--- src/aux_thresh_map.svh ---
`ifndef AUX_THRESH_MAP_SVH
`define AUX_THRESH_MAP_SVH

// ----------------------------------------------------------------
// Register indices (byte address is four times the index)
// ----------------------------------------------------------------
`define AUX_CONV_CTRL_IDX      8'h3c
`define TEMP_CTRL_IDX          8'h3d
`define ACT_THR_UPPER_IDX      8'h3e
`define ACT_THR_LOWER_IDX      8'h3f
`define INACT_THR_UPPER_IDX    8'h40
`define INACT_THR_LOWER_IDX    8'h41
`define SAMPLE_COUNT_IDX       8'h42
`define EVENT_STATUS_IDX       8'h50

// ----------------------------------------------------------------
// Reset values
// ----------------------------------------------------------------
`define AUX_CONV_CTRL_RST      8'hc0
`define TEMP_CTRL_RST          8'h00
`define THR_RST                8'h00

// ----------------------------------------------------------------
// Writable bit masks
// ----------------------------------------------------------------
`define AUX_CONV_CTRL_WMASK    8'hcf
`define TEMP_CTRL_WMASK        8'h0f
`define THR_UPPER_WMASK        8'h7f
`define THR_LOWER_WMASK        8'hfc
`define SAMPLE_COUNT_WMASK     8'hff

// ----------------------------------------------------------------
// Field positions
// ----------------------------------------------------------------
`define CONV_EN_BIT            0
`define ACT_EN_BIT             1
`define INACT_EN_BIT           3
`define FMT_HI                 7
`define FMT_LO                 6

`endif

--- src/aux_thresh_pkg.sv ---
package aux_thresh_pkg;

    // FIFO read-out presentation
    typedef enum logic [1:0] {
        FMT_LEGACY = 2'h0,
        FMT_8BIT   = 2'h1,
        FMT_12BIT  = 2'h2,
        FMT_FULL   = 2'h3
    } fifo_readout_format_t;

    // Per-channel detector state
    typedef enum logic [1:0] {
        DET_IDLE,
        DET_ACTIVE,
        DET_INACTIVE
    } det_state_t;

endpackage

--- src/aux_event_detector.sv ---
`timescale 1ns/100ps
`include "aux_thresh_map.svh"

module aux_event_detector
    import aux_thresh_pkg::*;
(
    input  wire logic        sys_clk,
    input  wire logic        rst,
    input  wire logic        sample_valid,
    input  wire logic [13:0] sample,
    input  wire logic        act_enable,
    input  wire logic        inact_enable,
    input  wire logic [12:0] activity_threshold,
    input  wire logic [12:0] inactivity_threshold,
    input  wire logic [3:0]  activity_sample_count,
    input  wire logic [3:0]  inactivity_sample_count,
    output logic             act_event,
    output logic             inact_event
);

    logic [13:0] magnitude;
    logic        above;
    logic        below;
    logic [3:0]  act_run_reg;
    logic [3:0]  inact_run_reg;
    logic [4:0]  act_run_next;
    logic [4:0]  inact_run_next;

    // Absolute value of the signed sample, compared as raw codes
    always_comb begin
        magnitude = sample[13] ? 14'((~sample) + 14'h0001) : sample;
        above = magnitude > {1'b0, activity_threshold};
        below = magnitude < {1'b0, inactivity_threshold};
        act_run_next   = {1'b0, act_run_reg} + 5'h01;
        inact_run_next = {1'b0, inact_run_reg} + 5'h01;
    end

    // Consecutive-sample runs; a pulse on each qualifying sample once the run reaches the count
    always_ff @(posedge sys_clk) begin
        if (rst) begin
            act_run_reg   <= 4'h0;
            inact_run_reg <= 4'h0;
            act_event     <= 1'b0;
            inact_event   <= 1'b0;
        end else begin
            act_event   <= 1'b0;
            inact_event <= 1'b0;
            if (sample_valid) begin
                if (act_enable && above) begin
                    if (act_run_next >= {1'b0, activity_sample_count}) begin
                        act_event <= 1'b1;
                    end
                    if (act_run_reg != 4'hf) begin
                        act_run_reg <= act_run_next[3:0];
                    end
                end else begin
                    act_run_reg <= 4'h0;
                end
                if (inact_enable && below) begin
                    if (inact_run_next >= {1'b0, inactivity_sample_count}) begin
                        inact_event <= 1'b1;
                    end
                    if (inact_run_reg != 4'hf) begin
                        inact_run_reg <= inact_run_next[3:0];
                    end
                end else begin
                    inact_run_reg <= 4'h0;
                end
            end
        end
    end

endmodule // aux_event_detector

--- src/aux_temp_channel_threshold_regs.sv ---
// Functional notes
// - FIFO always stores full 14-bit samples; only read-out presentation changes.
// - Format 00 gives legacy word with low and high bytes swapped.
// - Format 01 gives upper 8 bits, no channel id.
// - Format 10 gives upper 12 bits, no channel id.
// - Format 11, reset value, gives 14 bits plus channel id.
// - Aux control bit 0 enables external ADC unless temperature enable set.
// - Aux control bit 3 enables inactivity, bit 1 activity on ADC channel.
// - Temperature bit 0 converts temperature with each acceleration sample.
// - Temperature bit 1 enables temperature activity detection.
// - Temperature bit 3 enables temperature inactivity detection.
// - Activity compares sample magnitude with unsigned 13-bit threshold.
// - Activity threshold bits 12:6 from upper 6:0, 5:0 from lower 7:2.
// - Inactivity compares magnitude with 13-bit threshold, upper bits from upper register.
// - Thresholds are raw codes, one LSB per code.
// - Inactivity threshold bits 5:0 from lower register bits 7:2.
// - Activity event after activity count consecutive samples above threshold.
// - Inactivity event after inactivity count consecutive samples below threshold.
//
// The APB interface to the registers was decided locally.
`timescale 1ns/100ps
`include "aux_thresh_map.svh"

module aux_temp_channel_threshold_regs
    import aux_thresh_pkg::*;
(
    input  wire logic        sys_clk,
    input  wire logic        rst,
    // APB slave
    input  wire logic        psel,
    input  wire logic        penable,
    input  wire logic        pwrite,
    input  wire logic [11:0] paddr,
    input  wire logic [31:0] pwdata,
    output logic             pready,
    output logic [31:0]      prdata,
    output logic             pslverr,
    // Sample path
    input  wire logic        accel_sample_strobe,
    input  wire logic [13:0] adc_sample,
    input  wire logic [13:0] temp_sample,
    input  wire logic [13:0] fifo_sample,
    input  wire logic [1:0]  fifo_channel_id,
    input  wire logic        fifo_read,
    // Conversion control and events
    output logic             adc_convert_enable,
    output logic             temp_convert_request,
    output logic [15:0]      fifo_readout_word,
    output logic             adc_act_event,
    output logic             adc_inact_event,
    output logic             temp_act_event,
    output logic             temp_inact_event
);

    // ----------------------------------------------------------------
    // Address decode helpers
    // ----------------------------------------------------------------

    // Word index from a byte address; all ones (unmapped) when not word aligned
    function automatic logic [7:0] word_index(input logic [11:0] addr);
        word_index = (addr[1:0] == 2'h0) ? addr[9:2] : 8'hff;
    endfunction

    // True for any index this block answers
    function automatic logic index_mapped(input logic [7:0] idx);
        index_mapped = (idx >= `AUX_CONV_CTRL_IDX && idx <= `SAMPLE_COUNT_IDX) ||
                       (idx == `EVENT_STATUS_IDX);
    endfunction

    logic [7:0]  aux_conversion_control_reg;
    logic [7:0]  temperature_channel_control_reg;
    logic [7:0]  activity_threshold_upper_reg;
    logic [7:0]  activity_threshold_lower_reg;
    logic [7:0]  inactivity_threshold_upper_reg;
    logic [7:0]  inactivity_threshold_lower_reg;
    logic [7:0]  sample_count_reg;
    logic [3:0]  event_status_reg;
    logic [7:0]  idx;
    logic        access;
    logic        wr_en;
    logic [7:0]  wdata;
    logic [7:0]  rdata_next;
    logic [12:0] activity_threshold;
    logic [12:0] inactivity_threshold;
    logic        temp_en;
    logic        adc_en;
    logic        adc_sample_valid;
    logic        temp_sample_valid;
    logic [3:0]  event_pulses;
    fifo_readout_format_t fifo_readout_format;

    // ----------------------------------------------------------------
    // APB access: zero wait states, error on unmapped address
    // ----------------------------------------------------------------

    // Access phase qualifiers
    always_comb begin
        idx    = word_index(paddr);
        access = psel && penable;
        wr_en  = access && pwrite && index_mapped(idx);
        wdata  = pwdata[7:0];
        pready = 1'b1;
        pslverr = access && !index_mapped(idx);
    end

    // Aux conversion control, masked write
    always_ff @(posedge sys_clk) begin
        if (rst) begin
            aux_conversion_control_reg <= `AUX_CONV_CTRL_RST;
        end else if (wr_en && idx == `AUX_CONV_CTRL_IDX) begin
            aux_conversion_control_reg <= wdata & `AUX_CONV_CTRL_WMASK;
        end
    end

    // Temperature channel control, masked write
    always_ff @(posedge sys_clk) begin
        if (rst) begin
            temperature_channel_control_reg <= `TEMP_CTRL_RST;
        end else if (wr_en && idx == `TEMP_CTRL_IDX) begin
            temperature_channel_control_reg <= wdata & `TEMP_CTRL_WMASK;
        end
    end

    // Threshold registers, reserved bits forced to zero
    always_ff @(posedge sys_clk) begin
        if (rst) begin
            activity_threshold_upper_reg   <= `THR_RST;
            activity_threshold_lower_reg   <= `THR_RST;
            inactivity_threshold_upper_reg <= `THR_RST;
            inactivity_threshold_lower_reg <= `THR_RST;
        end else if (wr_en) begin
            if (idx == `ACT_THR_UPPER_IDX) begin
                activity_threshold_upper_reg <= wdata & `THR_UPPER_WMASK;
            end
            if (idx == `ACT_THR_LOWER_IDX) begin
                activity_threshold_lower_reg <= wdata & `THR_LOWER_WMASK;
            end
            if (idx == `INACT_THR_UPPER_IDX) begin
                inactivity_threshold_upper_reg <= wdata & `THR_UPPER_WMASK;
            end
            if (idx == `INACT_THR_LOWER_IDX) begin
                inactivity_threshold_lower_reg <= wdata & `THR_LOWER_WMASK;
            end
        end
    end

    // Consecutive-sample counts: inactivity in the high nibble
    always_ff @(posedge sys_clk) begin
        if (rst) begin
            sample_count_reg <= `THR_RST;
        end else if (wr_en && idx == `SAMPLE_COUNT_IDX) begin
            sample_count_reg <= wdata & `SAMPLE_COUNT_WMASK;
        end
    end

    // Sticky event flags; set wins over write-one-to-clear
    always_ff @(posedge sys_clk) begin
        if (rst) begin
            event_status_reg <= 4'h0;
        end else begin
            for (int i = 0; i < 4; i++) begin
                if (event_pulses[i]) begin
                    event_status_reg[i] <= 1'b1;
                end else if (wr_en && idx == `EVENT_STATUS_IDX && wdata[i]) begin
                    event_status_reg[i] <= 1'b0;
                end
            end
        end
    end

    // Read multiplexer
    always_comb begin
        unique case (idx)
            `AUX_CONV_CTRL_IDX:   rdata_next = aux_conversion_control_reg;
            `TEMP_CTRL_IDX:       rdata_next = temperature_channel_control_reg;
            `ACT_THR_UPPER_IDX:   rdata_next = activity_threshold_upper_reg;
            `ACT_THR_LOWER_IDX:   rdata_next = activity_threshold_lower_reg;
            `INACT_THR_UPPER_IDX: rdata_next = inactivity_threshold_upper_reg;
            `INACT_THR_LOWER_IDX: rdata_next = inactivity_threshold_lower_reg;
            `SAMPLE_COUNT_IDX:    rdata_next = sample_count_reg;
            `EVENT_STATUS_IDX:    rdata_next = {4'h0, event_status_reg};
            default:              rdata_next = 8'h00;
        endcase
    end

    // Read data registered in the setup phase, valid in access phase
    always_ff @(posedge sys_clk) begin
        if (rst) begin
            prdata <= 32'h0000_0000;
        end else if (psel && !penable && !pwrite) begin
            prdata <= {24'h00_0000, rdata_next};
        end
    end

    // ----------------------------------------------------------------
    // Conversion control and threshold assembly
    // ----------------------------------------------------------------

    // Field extraction
    always_comb begin
        temp_en = temperature_channel_control_reg[`CONV_EN_BIT];
        adc_en  = aux_conversion_control_reg[`CONV_EN_BIT] && !temp_en;
        fifo_readout_format = fifo_readout_format_t'(
            aux_conversion_control_reg[`FMT_HI:`FMT_LO]);
        activity_threshold = {activity_threshold_upper_reg[6:0],
                              activity_threshold_lower_reg[7:2]};
        inactivity_threshold = {inactivity_threshold_upper_reg[6:0],
                                inactivity_threshold_lower_reg[7:2]};
        adc_sample_valid  = accel_sample_strobe && adc_en;
        temp_sample_valid = accel_sample_strobe && temp_en;
        event_pulses      = {temp_inact_event, temp_act_event, adc_inact_event, adc_act_event};
    end

    // Conversion outputs
    always_ff @(posedge sys_clk) begin
        if (rst) begin
            adc_convert_enable   <= 1'b0;
            temp_convert_request <= 1'b0;
        end else begin
            adc_convert_enable   <= adc_en;
            temp_convert_request <= accel_sample_strobe && temp_en;
        end
    end

    // ----------------------------------------------------------------
    // FIFO read-out presentation; storage stays 14 bits wide
    // ----------------------------------------------------------------

    // Word formatting of the stored sample
    always_ff @(posedge sys_clk) begin
        if (rst) begin
            fifo_readout_word <= 16'h0000;
        end else if (fifo_read) begin
            unique case (fifo_readout_format)
                FMT_LEGACY: fifo_readout_word <= {fifo_sample[5:0], fifo_channel_id,
                                                  {2{fifo_sample[13]}}, fifo_sample[13:8]};
                FMT_8BIT:   fifo_readout_word <= {8'h00, fifo_sample[13:6]};
                FMT_12BIT:  fifo_readout_word <= {4'h0, fifo_sample[13:2]};
                FMT_FULL:   fifo_readout_word <= {fifo_channel_id, fifo_sample};
            endcase
        end
    end

    // ----------------------------------------------------------------
    // Channel detectors
    // ----------------------------------------------------------------

    // External ADC channel
    aux_event_detector u_adc_det (
        .sys_clk                 (sys_clk),
        .rst                     (rst),
        .sample_valid            (adc_sample_valid),
        .sample                  (adc_sample),
        .act_enable              (aux_conversion_control_reg[`ACT_EN_BIT]),
        .inact_enable            (aux_conversion_control_reg[`INACT_EN_BIT]),
        .activity_threshold      (activity_threshold),
        .inactivity_threshold    (inactivity_threshold),
        .activity_sample_count   (sample_count_reg[3:0]),
        .inactivity_sample_count (sample_count_reg[7:4]),
        .act_event               (adc_act_event),
        .inact_event             (adc_inact_event)
    );

    // Temperature channel
    aux_event_detector u_temp_det (
        .sys_clk                 (sys_clk),
        .rst                     (rst),
        .sample_valid            (temp_sample_valid),
        .sample                  (temp_sample),
        .act_enable              (temperature_channel_control_reg[`ACT_EN_BIT]),
        .inact_enable            (temperature_channel_control_reg[`INACT_EN_BIT]),
        .activity_threshold      (activity_threshold),
        .inactivity_threshold    (inactivity_threshold),
        .activity_sample_count   (sample_count_reg[3:0]),
        .inactivity_sample_count (sample_count_reg[7:4]),
        .act_event               (temp_act_event),
        .inact_event             (temp_inact_event)
    );

endmodule // aux_temp_channel_threshold_regs

--- config.mk ---
export PLATFORM = sky130hd
export DESIGN_NAME = aux_temp_channel_threshold_regs
export DESIGN_NICKNAME = d
export VERILOG_FILES = /design/src/aux_thresh_pkg.sv /design/src/aux_event_detector.sv /design/src/aux_temp_channel_threshold_regs.sv
export VERILOG_INCLUDE_DIRS = /design/src
export SDC_FILE = /design/constraint.sdc
export NUM_CORES = 1
export LEC_CHECK = 0
export BUFFER_PORTS_ARGS = -buffer_cell sky130_fd_sc_hd__buf_2
export CORE_UTILIZATION = 45
export DETAILED_ROUTE_END_ITERATION = 16
export HOLD_SLACK_MARGIN = 0.08
export PLACE_DENSITY = 0.76
export SYNTH_ARGS = -nofsm -noshare
export SYNTH_HDL_FRONTEND = slang
export SYNTH_SLANG_ARGS = --single-unit
export TNS_END_PERCENT = 30
--- constraint.sdc ---
create_clock -name sys_clk -period 12 [get_ports sys_clk]
set_clock_uncertainty 0.2 [all_clocks]
set_input_delay 1.8 -clock sys_clk [delete_from_list [all_inputs] [get_ports sys_clk]]
set_output_delay 1.8 -clock sys_clk [all_outputs]
set_load 0.01 [all_outputs]
## Word level (Yosys, flattened, before mapping)

Index checks and enable logic that the tools add are counted.

| storage, ports and cells | value |
|---|---|
| bits in registers | 94 |
| latch bits | 0 |
| bits in writable memories | 0 |
| memory bits (read-only) | 0 |
| input port bits | 95 |
| output and inout bits | 56 |
| logic and storage cells | 136 |
| memories | 0 |

| operators by class | value |
|---|---|
| $add $sub $neg | 6 |
| $mul | 0 |
| div/mod/pow operators | 0 |
| $lt $le $gt $ge | 10 |
| eq/ne operators | 19 |
| shift-type cells | 0 |
| mux-type cells | 25 |
| bitwise logic cells | 8 |
| reduce and logical (&&, ||, !) cells | 45 |

Operator list:

| cell | count |
|---|---|
| $pmux 16 s4 | 1 |
| $pmux 8 s8 | 1 |
| $eq 8x6->1 const B | 4 |
| $eq 8x7->1 const B | 4 |
| $mux 4 | 8 |
| $add 14x1->14 const B | 2 |
| $gt 14x13->1 | 2 |
| $lt 14x13->1 | 2 |
| $mux 14 | 2 |
| $not 14->14 | 2 |
| $logic_and 1x1->1 | 22 |
| $add 4x1->5 const B | 4 |
| $ge 5x4->1 | 4 |
| $ne 4x4->1 const B | 4 |
| $reduce_and 2->1 | 8 |
| $mux 1 | 12 |
| $reduce_or 3->1 | 4 |
| $ge 8x6->1 const B | 1 |
| $le 8x7->1 const B | 1 |
| $mux 8 | 1 |
| $ne 2x2->1 const B | 4 |
| $reduce_bool 2->1 | 4 |
| $not 1->1 | 6 |
| $eq 2x2->1 const B | 2 |
| other kinds (4) | 8 |

## Logic depth before layout (Yosys ltp)

| logic depth | value |
|---|---|
| depth in word-level cells | 10 |
| gate-level depth with buffers | 13 |
| mapped depth without buffers | 13 |

## Hierarchy

A second synthesis with hierarchy kept.

| second synthesis, totals | value |
|---|---|
| cells, all modules | 824 |
| area, all modules | 6,986.7 sq um |

By module, submodules not included:

| module | instances | cells an instance | area each (sq um) | seq. area each (sq um) |
|---|---|---|---|---|
| aux_temp_channel_threshold_regs | 1 | 404 | 3,754.9 | 1,481.4 |
| aux_event_detector (u_temp_det) | 1 | 216 | 1,627.8 | 200.2 |
| aux_event_detector (u_adc_det) | 1 | 204 | 1,604.0 | 200.2 |

## Worst setup path after synthesis

No wires, ideal clock.

| timing | value |
|---|---|
| path kind | input to register |
| start point | in temp_sample[5] |
| end point | reg u_temp_det.act_run_reg[3] |
| setup time | 0.133 ns |
| data arrival time | 4.800 ns |
| required time | 11.667 ns |
| path slack | 6.867 ns |
| stages on the path | 11 |
| path buffers | 0 |
| path through | or4_4 or4_4 o41ai_1 xnor2_1 ha_1 a21o_1 a221oi_1 nand2_1 o211a_1 a21oi_1 o21ai_0 |

| between the ends | value |
|---|---|
| longest elaborated chain between the ends | 7 |
| elaborated cells on any way between the ends | 8 |
| classes of those cells | add/sub: 1; order compare: 1; eq/ne: 1; mux: 2; bitwise: 1; reduce/logical: 2 |

Ends and longest elaborated chain:

| item | line | RTL |
|---|---|---|
| start: declaration | aux_temp_channel_threshold_regs.sv:41 | `input wire logic [13:0] temp_sample,` |
| $not 14->14 | aux_event_detector.sv:31 | `magnitude = sample[13] ? 14'((~sample) + 14'h0001) : sample;` |
| $add 14x1->14 | aux_event_detector.sv:31 |  |
| $mux 14 (*) | aux_event_detector.sv:31 |  |
| $gt 14x13->1 (*) | aux_event_detector.sv:32 | `above = magnitude > {1'b0, activity_threshold};` |
| $logic_and 1x1->1 (*) | aux_event_detector.sv:49 | `if (act_enable && above) begin` |
| $ne 2x2->1 (no line) | -- |  |
| $reduce_and 2->1 (no line) | -- |  |
| end signal: assignment | aux_event_detector.sv:54 | `act_run_reg <= act_run_next[3:0];` |
| end: declaration | aux_event_detector.sv:24 | `logic [3:0] act_run_reg;` |

Every way passes the cells marked *; elsewhere a longest branch is shown, timed or not.
A chain may end at the register's enable or synchronous reset.

## Worst setup path after layout

| timing | value |
|---|---|
| start point | in paddr[1] |
| end point | out pslverr |

| between the ends | value |
|---|---|
| longest elaborated chain between the ends | 7 |
| elaborated cells on any way between the ends | 9 |
| classes of those cells | order compare: 2; eq/ne: 1; mux: 1; reduce/logical: 5 |

Ends and longest elaborated chain:

| item | line | RTL |
|---|---|---|
| start: declaration | aux_temp_channel_threshold_regs.sv:33 | `input wire logic [11:0] paddr,` |
| $logic_not 2->1 (*) | aux_temp_channel_threshold_regs.sv:61 | `word_index = (addr[1:0] == 2'h0) ? addr[9:2] : 8'hff;` |
| $mux 8 (*) | aux_temp_channel_threshold_regs.sv:61 |  |
| $ge 8x6->1 (no line) / $le 8x7->1 (equally long branches) | -- |  |
| $logic_and 1x1->1 (no line) | -- |  |
| $logic_or 1x1->1 (*) | aux_temp_channel_threshold_regs.sv:66 | `` index_mapped = (idx >= `AUX_CONV_CTRL_IDX && idx <= `SAMPLE_COUNT_IDX) \|\| `` |
| $logic_not 1->1 (*) | aux_temp_channel_threshold_regs.sv:103 | `pslverr = access && !index_mapped(idx);` |
| $logic_and 1x1->1 (*) | aux_temp_channel_threshold_regs.sv:103 |  |
| end: declaration | aux_temp_channel_threshold_regs.sv:37 | `output logic pslverr,` |

Marks and branches as above.

==> out/qor.csv <==
stage,metric,value,unit
run_status,status,completed,
floorplanning,top_level_ports,151,
pwr,p_leak,3.00,nW
worst_setup_path,critPathKind,in -> out,
cts,clockRootBuffer,clkbuf_16,
sta,rsz0062_at_grt,false,
routing,first_pass_iters,5,
placed_design,io_buffer_count,99,
placed_design,dp_hpwl,13900,um
sta,slew_headroom,38.0,%
cts,cts_tree,yes,
logic_synthesis,syn-cell-area,0.00673,mm^2
worst_hold_path,hp-class,reg -> reg,
routing,routed_wl,17900,um
sta,fin_crit_sh,45.2,%
routing,ant_nets,0,
routing,vias_per_cell,5.80,
placed_design,dp.cells,1057,
floorplanning,die_area,0.0154,mm^2
sta,setup_viol,0,
worst_setup_path,cp.arrival,3.42,ns
logic_synthesis,syn-instance-count,811,
pwr,fin_total_pwr,0.742,mW
flow_run,drv_cap,0,
worst_setup_path,path_max_fanout,9,
worst_setup_path,cp-start-kind,input pin,
sta,worst_pin_slew,0.930,ns
logic_synthesis,seq_area_frac_synth,28.0,%
sta,period_needed,5.42,ns
cts,ctsResizeCount,0,
logic_synthesis,yosysWarningCount,0,
logic_synthesis,synth-seq-cells,94,
cts,hold_buffers,0,
worst_setup_path,crit_top_cell,buf_2,
cts,cts_setup_buffers,0,
finish,largest_reg_flops,16,
worst_setup_path,critical-path-max-stage-delay,0.72,ns
grt,overflow,0,
grt,grt_pass1_wl,29100,um
finish,insertedDiodeCount,0,
worst_setup_path,r2r_start,activity_threshold_upper_reg[2]$_SDFFE_PP0P_,
sta,setup_tns,0,ns
finish,fin_area,0.00754,mm^2
finish,layout_common_cells,"99 x buf_2, 94 x dfxtp_1, 73 x nand2_1",
grt,antenna_found_initial,0,
finish,final_layout_size_suffix_gt1_share,16.3,%
worst_setup_path,path_delay_family,simple AND/OR/NAND/NOR gates,
cts,cts.sinks,94,
worst_hold_path,hold_path.startpoint,prdata[7]$_SDFFE_PP0P_,
logic_synthesis,synth_edf_count,0,
placed_design,dpl_cell_area,0.00722,mm^2
placed_design,globalplace.congestion,0.915,
cts,clk_pin_slew,0.06,ns
logic_synthesis,synthFlopType,dfxtp_1,
grt,grt_usage,23.1,%
pwr,p_per_area,98.5,mW/mm^2
logic_synthesis,ys_types,69,
worst_setup_path,critPathSlowestCell,or4_1,
cts,cts_max_level,3,
floorplanning,initial_utilization,46.1,%
worst_setup_path,worstSetupStartpoint,paddr[1],
floorplanning,rows,44,
cts,clk_latency,0.35,ns
finish,stdcell_count,1072,
worst_setup_path,end_kind,output pin,
grt,grt_pass1_vias,5665,
pwr,peakVddDrop,59.6,uV
routing,route.detailed.wl_per_inst,16.7,um
worst_setup_path,path_buf_inv,2,
cts,cts_buffer_depth,2,
sta,fin_worst_hold_slack,0.252,ns
grt,grt_max_degree,89,
routing,via_count,6219,
finish,nets,1051,
sta,fmax,184,MHz
sta,hold_viol,0,
floorplanning,chipWidth,124,um
worst_setup_path,path_cells,"buf_2, or4_1, a221o_1, a21oi_1, nor2_1, buf_2",
finish,syn2layout_area_growth,12.0,%
logic_synthesis,synthArstFlopShare,0,%
sta,finalMaxSlewViolations,0,
worst_setup_path,cp.required,10.00,ns
routing,drc_errors,0,
floorplanning,die_height,124,um
logic_synthesis,avgSynthCellArea,8.30,um^2
cts,numCtsBuffers,9,
floorplanning,core,0.0146,mm^2
routing,drt_iter0_drc,667,
finish,final_common_cell,buf_2,
[power by group]
part           switching (mW)  leakage [nW]  internal [mW]  total, mW
logic                  0.0714          2.08         0.0483      0.120
registers             0.00163         0.761          0.315      0.317
clock network           0.122         0.158          0.184      0.305
[final cells by class]
cell class	count	area, um^2
Timing Repair Buffer	100	503
Clock buffer	13	280
Multi-Input combinational cell	636	4440
Clock inverter	2	38.8
Inverter	43	161
Fill cell	1386	7050
Sequential cell	94	1880
Tap cell	184	230
[per-stage QoR]
step | setup WS [ns] | util [%]
3_5_place_dp | 6.34 | 49.5
3_3_place_gp | 6.39 | 49.5
2_1_floorplan | 6.87 | -
5_1_grt | 6.37 | 51.7
6_report | 6.58 | 51.7
4_1_cts | 6.59 | 51.7
[cells by family (layout without fill, tap and decap cells)]
logic type,after synthesis,in the layout,synth area share (%)
multiplexers,41,41,7.46
XOR/XNOR,30,30,3.90
adder cells (fa/ha/maj),72,72,13.4
AND/OR/NAND/NOR,256,256,19.6
other,2,25,0.112
AO/OA/AOI/OAI,212,212,20.3
buffers and inverters,104,158,7.33
flip-flops,94,94,28.0
[cells in the mapped netlist (all sizes together) (5+ instances only)]
master | number | area share (%)
inv | 43 | 2.4
ha | 72 | 13
nor2 | 67 | 4.0
mux4 | 7 | 2.3
o31ai | 5 | 0.56
a31oi | 7 | 0.65
nand2b | 13 | 1.2
a211oi | 10 | 1.2
or4 | 6 | 0.78
nand2 | 73 | 4.1
nor4 | 7 | 1.1
a21o | 17 | 1.9
o211ai | 6 | 0.67
and3 | 8 | 0.74
nand4 | 10 | 0.93
nand3 | 35 | 2.6
o21ai | 54 | 4.0
nor3 | 6 | 0.69
o41ai | 7 | 0.91
a21oi | 64 | 4.8
xnor2 | 26 | 3.4
nor2b | 6 | 0.56
clkbuf | 26 | 1.5
nand3b | 5 | 0.56
mux2i | 31 | 4.6
a22oi | 13 | 1.5
buf | 35 | 3.5
dfxtp | 94 | 28
[routing by layer]
layer	GRT usage (%)	share of wire [%]	vias up
met5	0	0	-
met2	37.4	46	251
met1	30.9	45	2885
met3	3.22	6.0	34
met4	9.21	2.7	0
li1	-	-	3049
[final timing paths]
path                                                         endpoint  slack, ns  cells after the start
worst min register to register                 prdata[7]$_SDFFE_PP0P_       0.25                      2
worst max register to register  u_adc_det.act_run_reg[2]$_SDFFE_PP0P_       9.25                      8
worst max-delay path                                          pslverr       6.58                      6
worst min-delay path                           prdata[7]$_SDFFE_PP0P_       0.25                      2
[tightest hold or removal path, delay by kind of cell, from the launching register on]
| family | cells | cell delay (ns) |
|---|---|---|
| simple gates | 1 | 0.04 |
| compound gates | 1 | 0.05 |
| flops | 1 | 0.32 |
No activity file was read; power rests on OpenSTA's default activity.
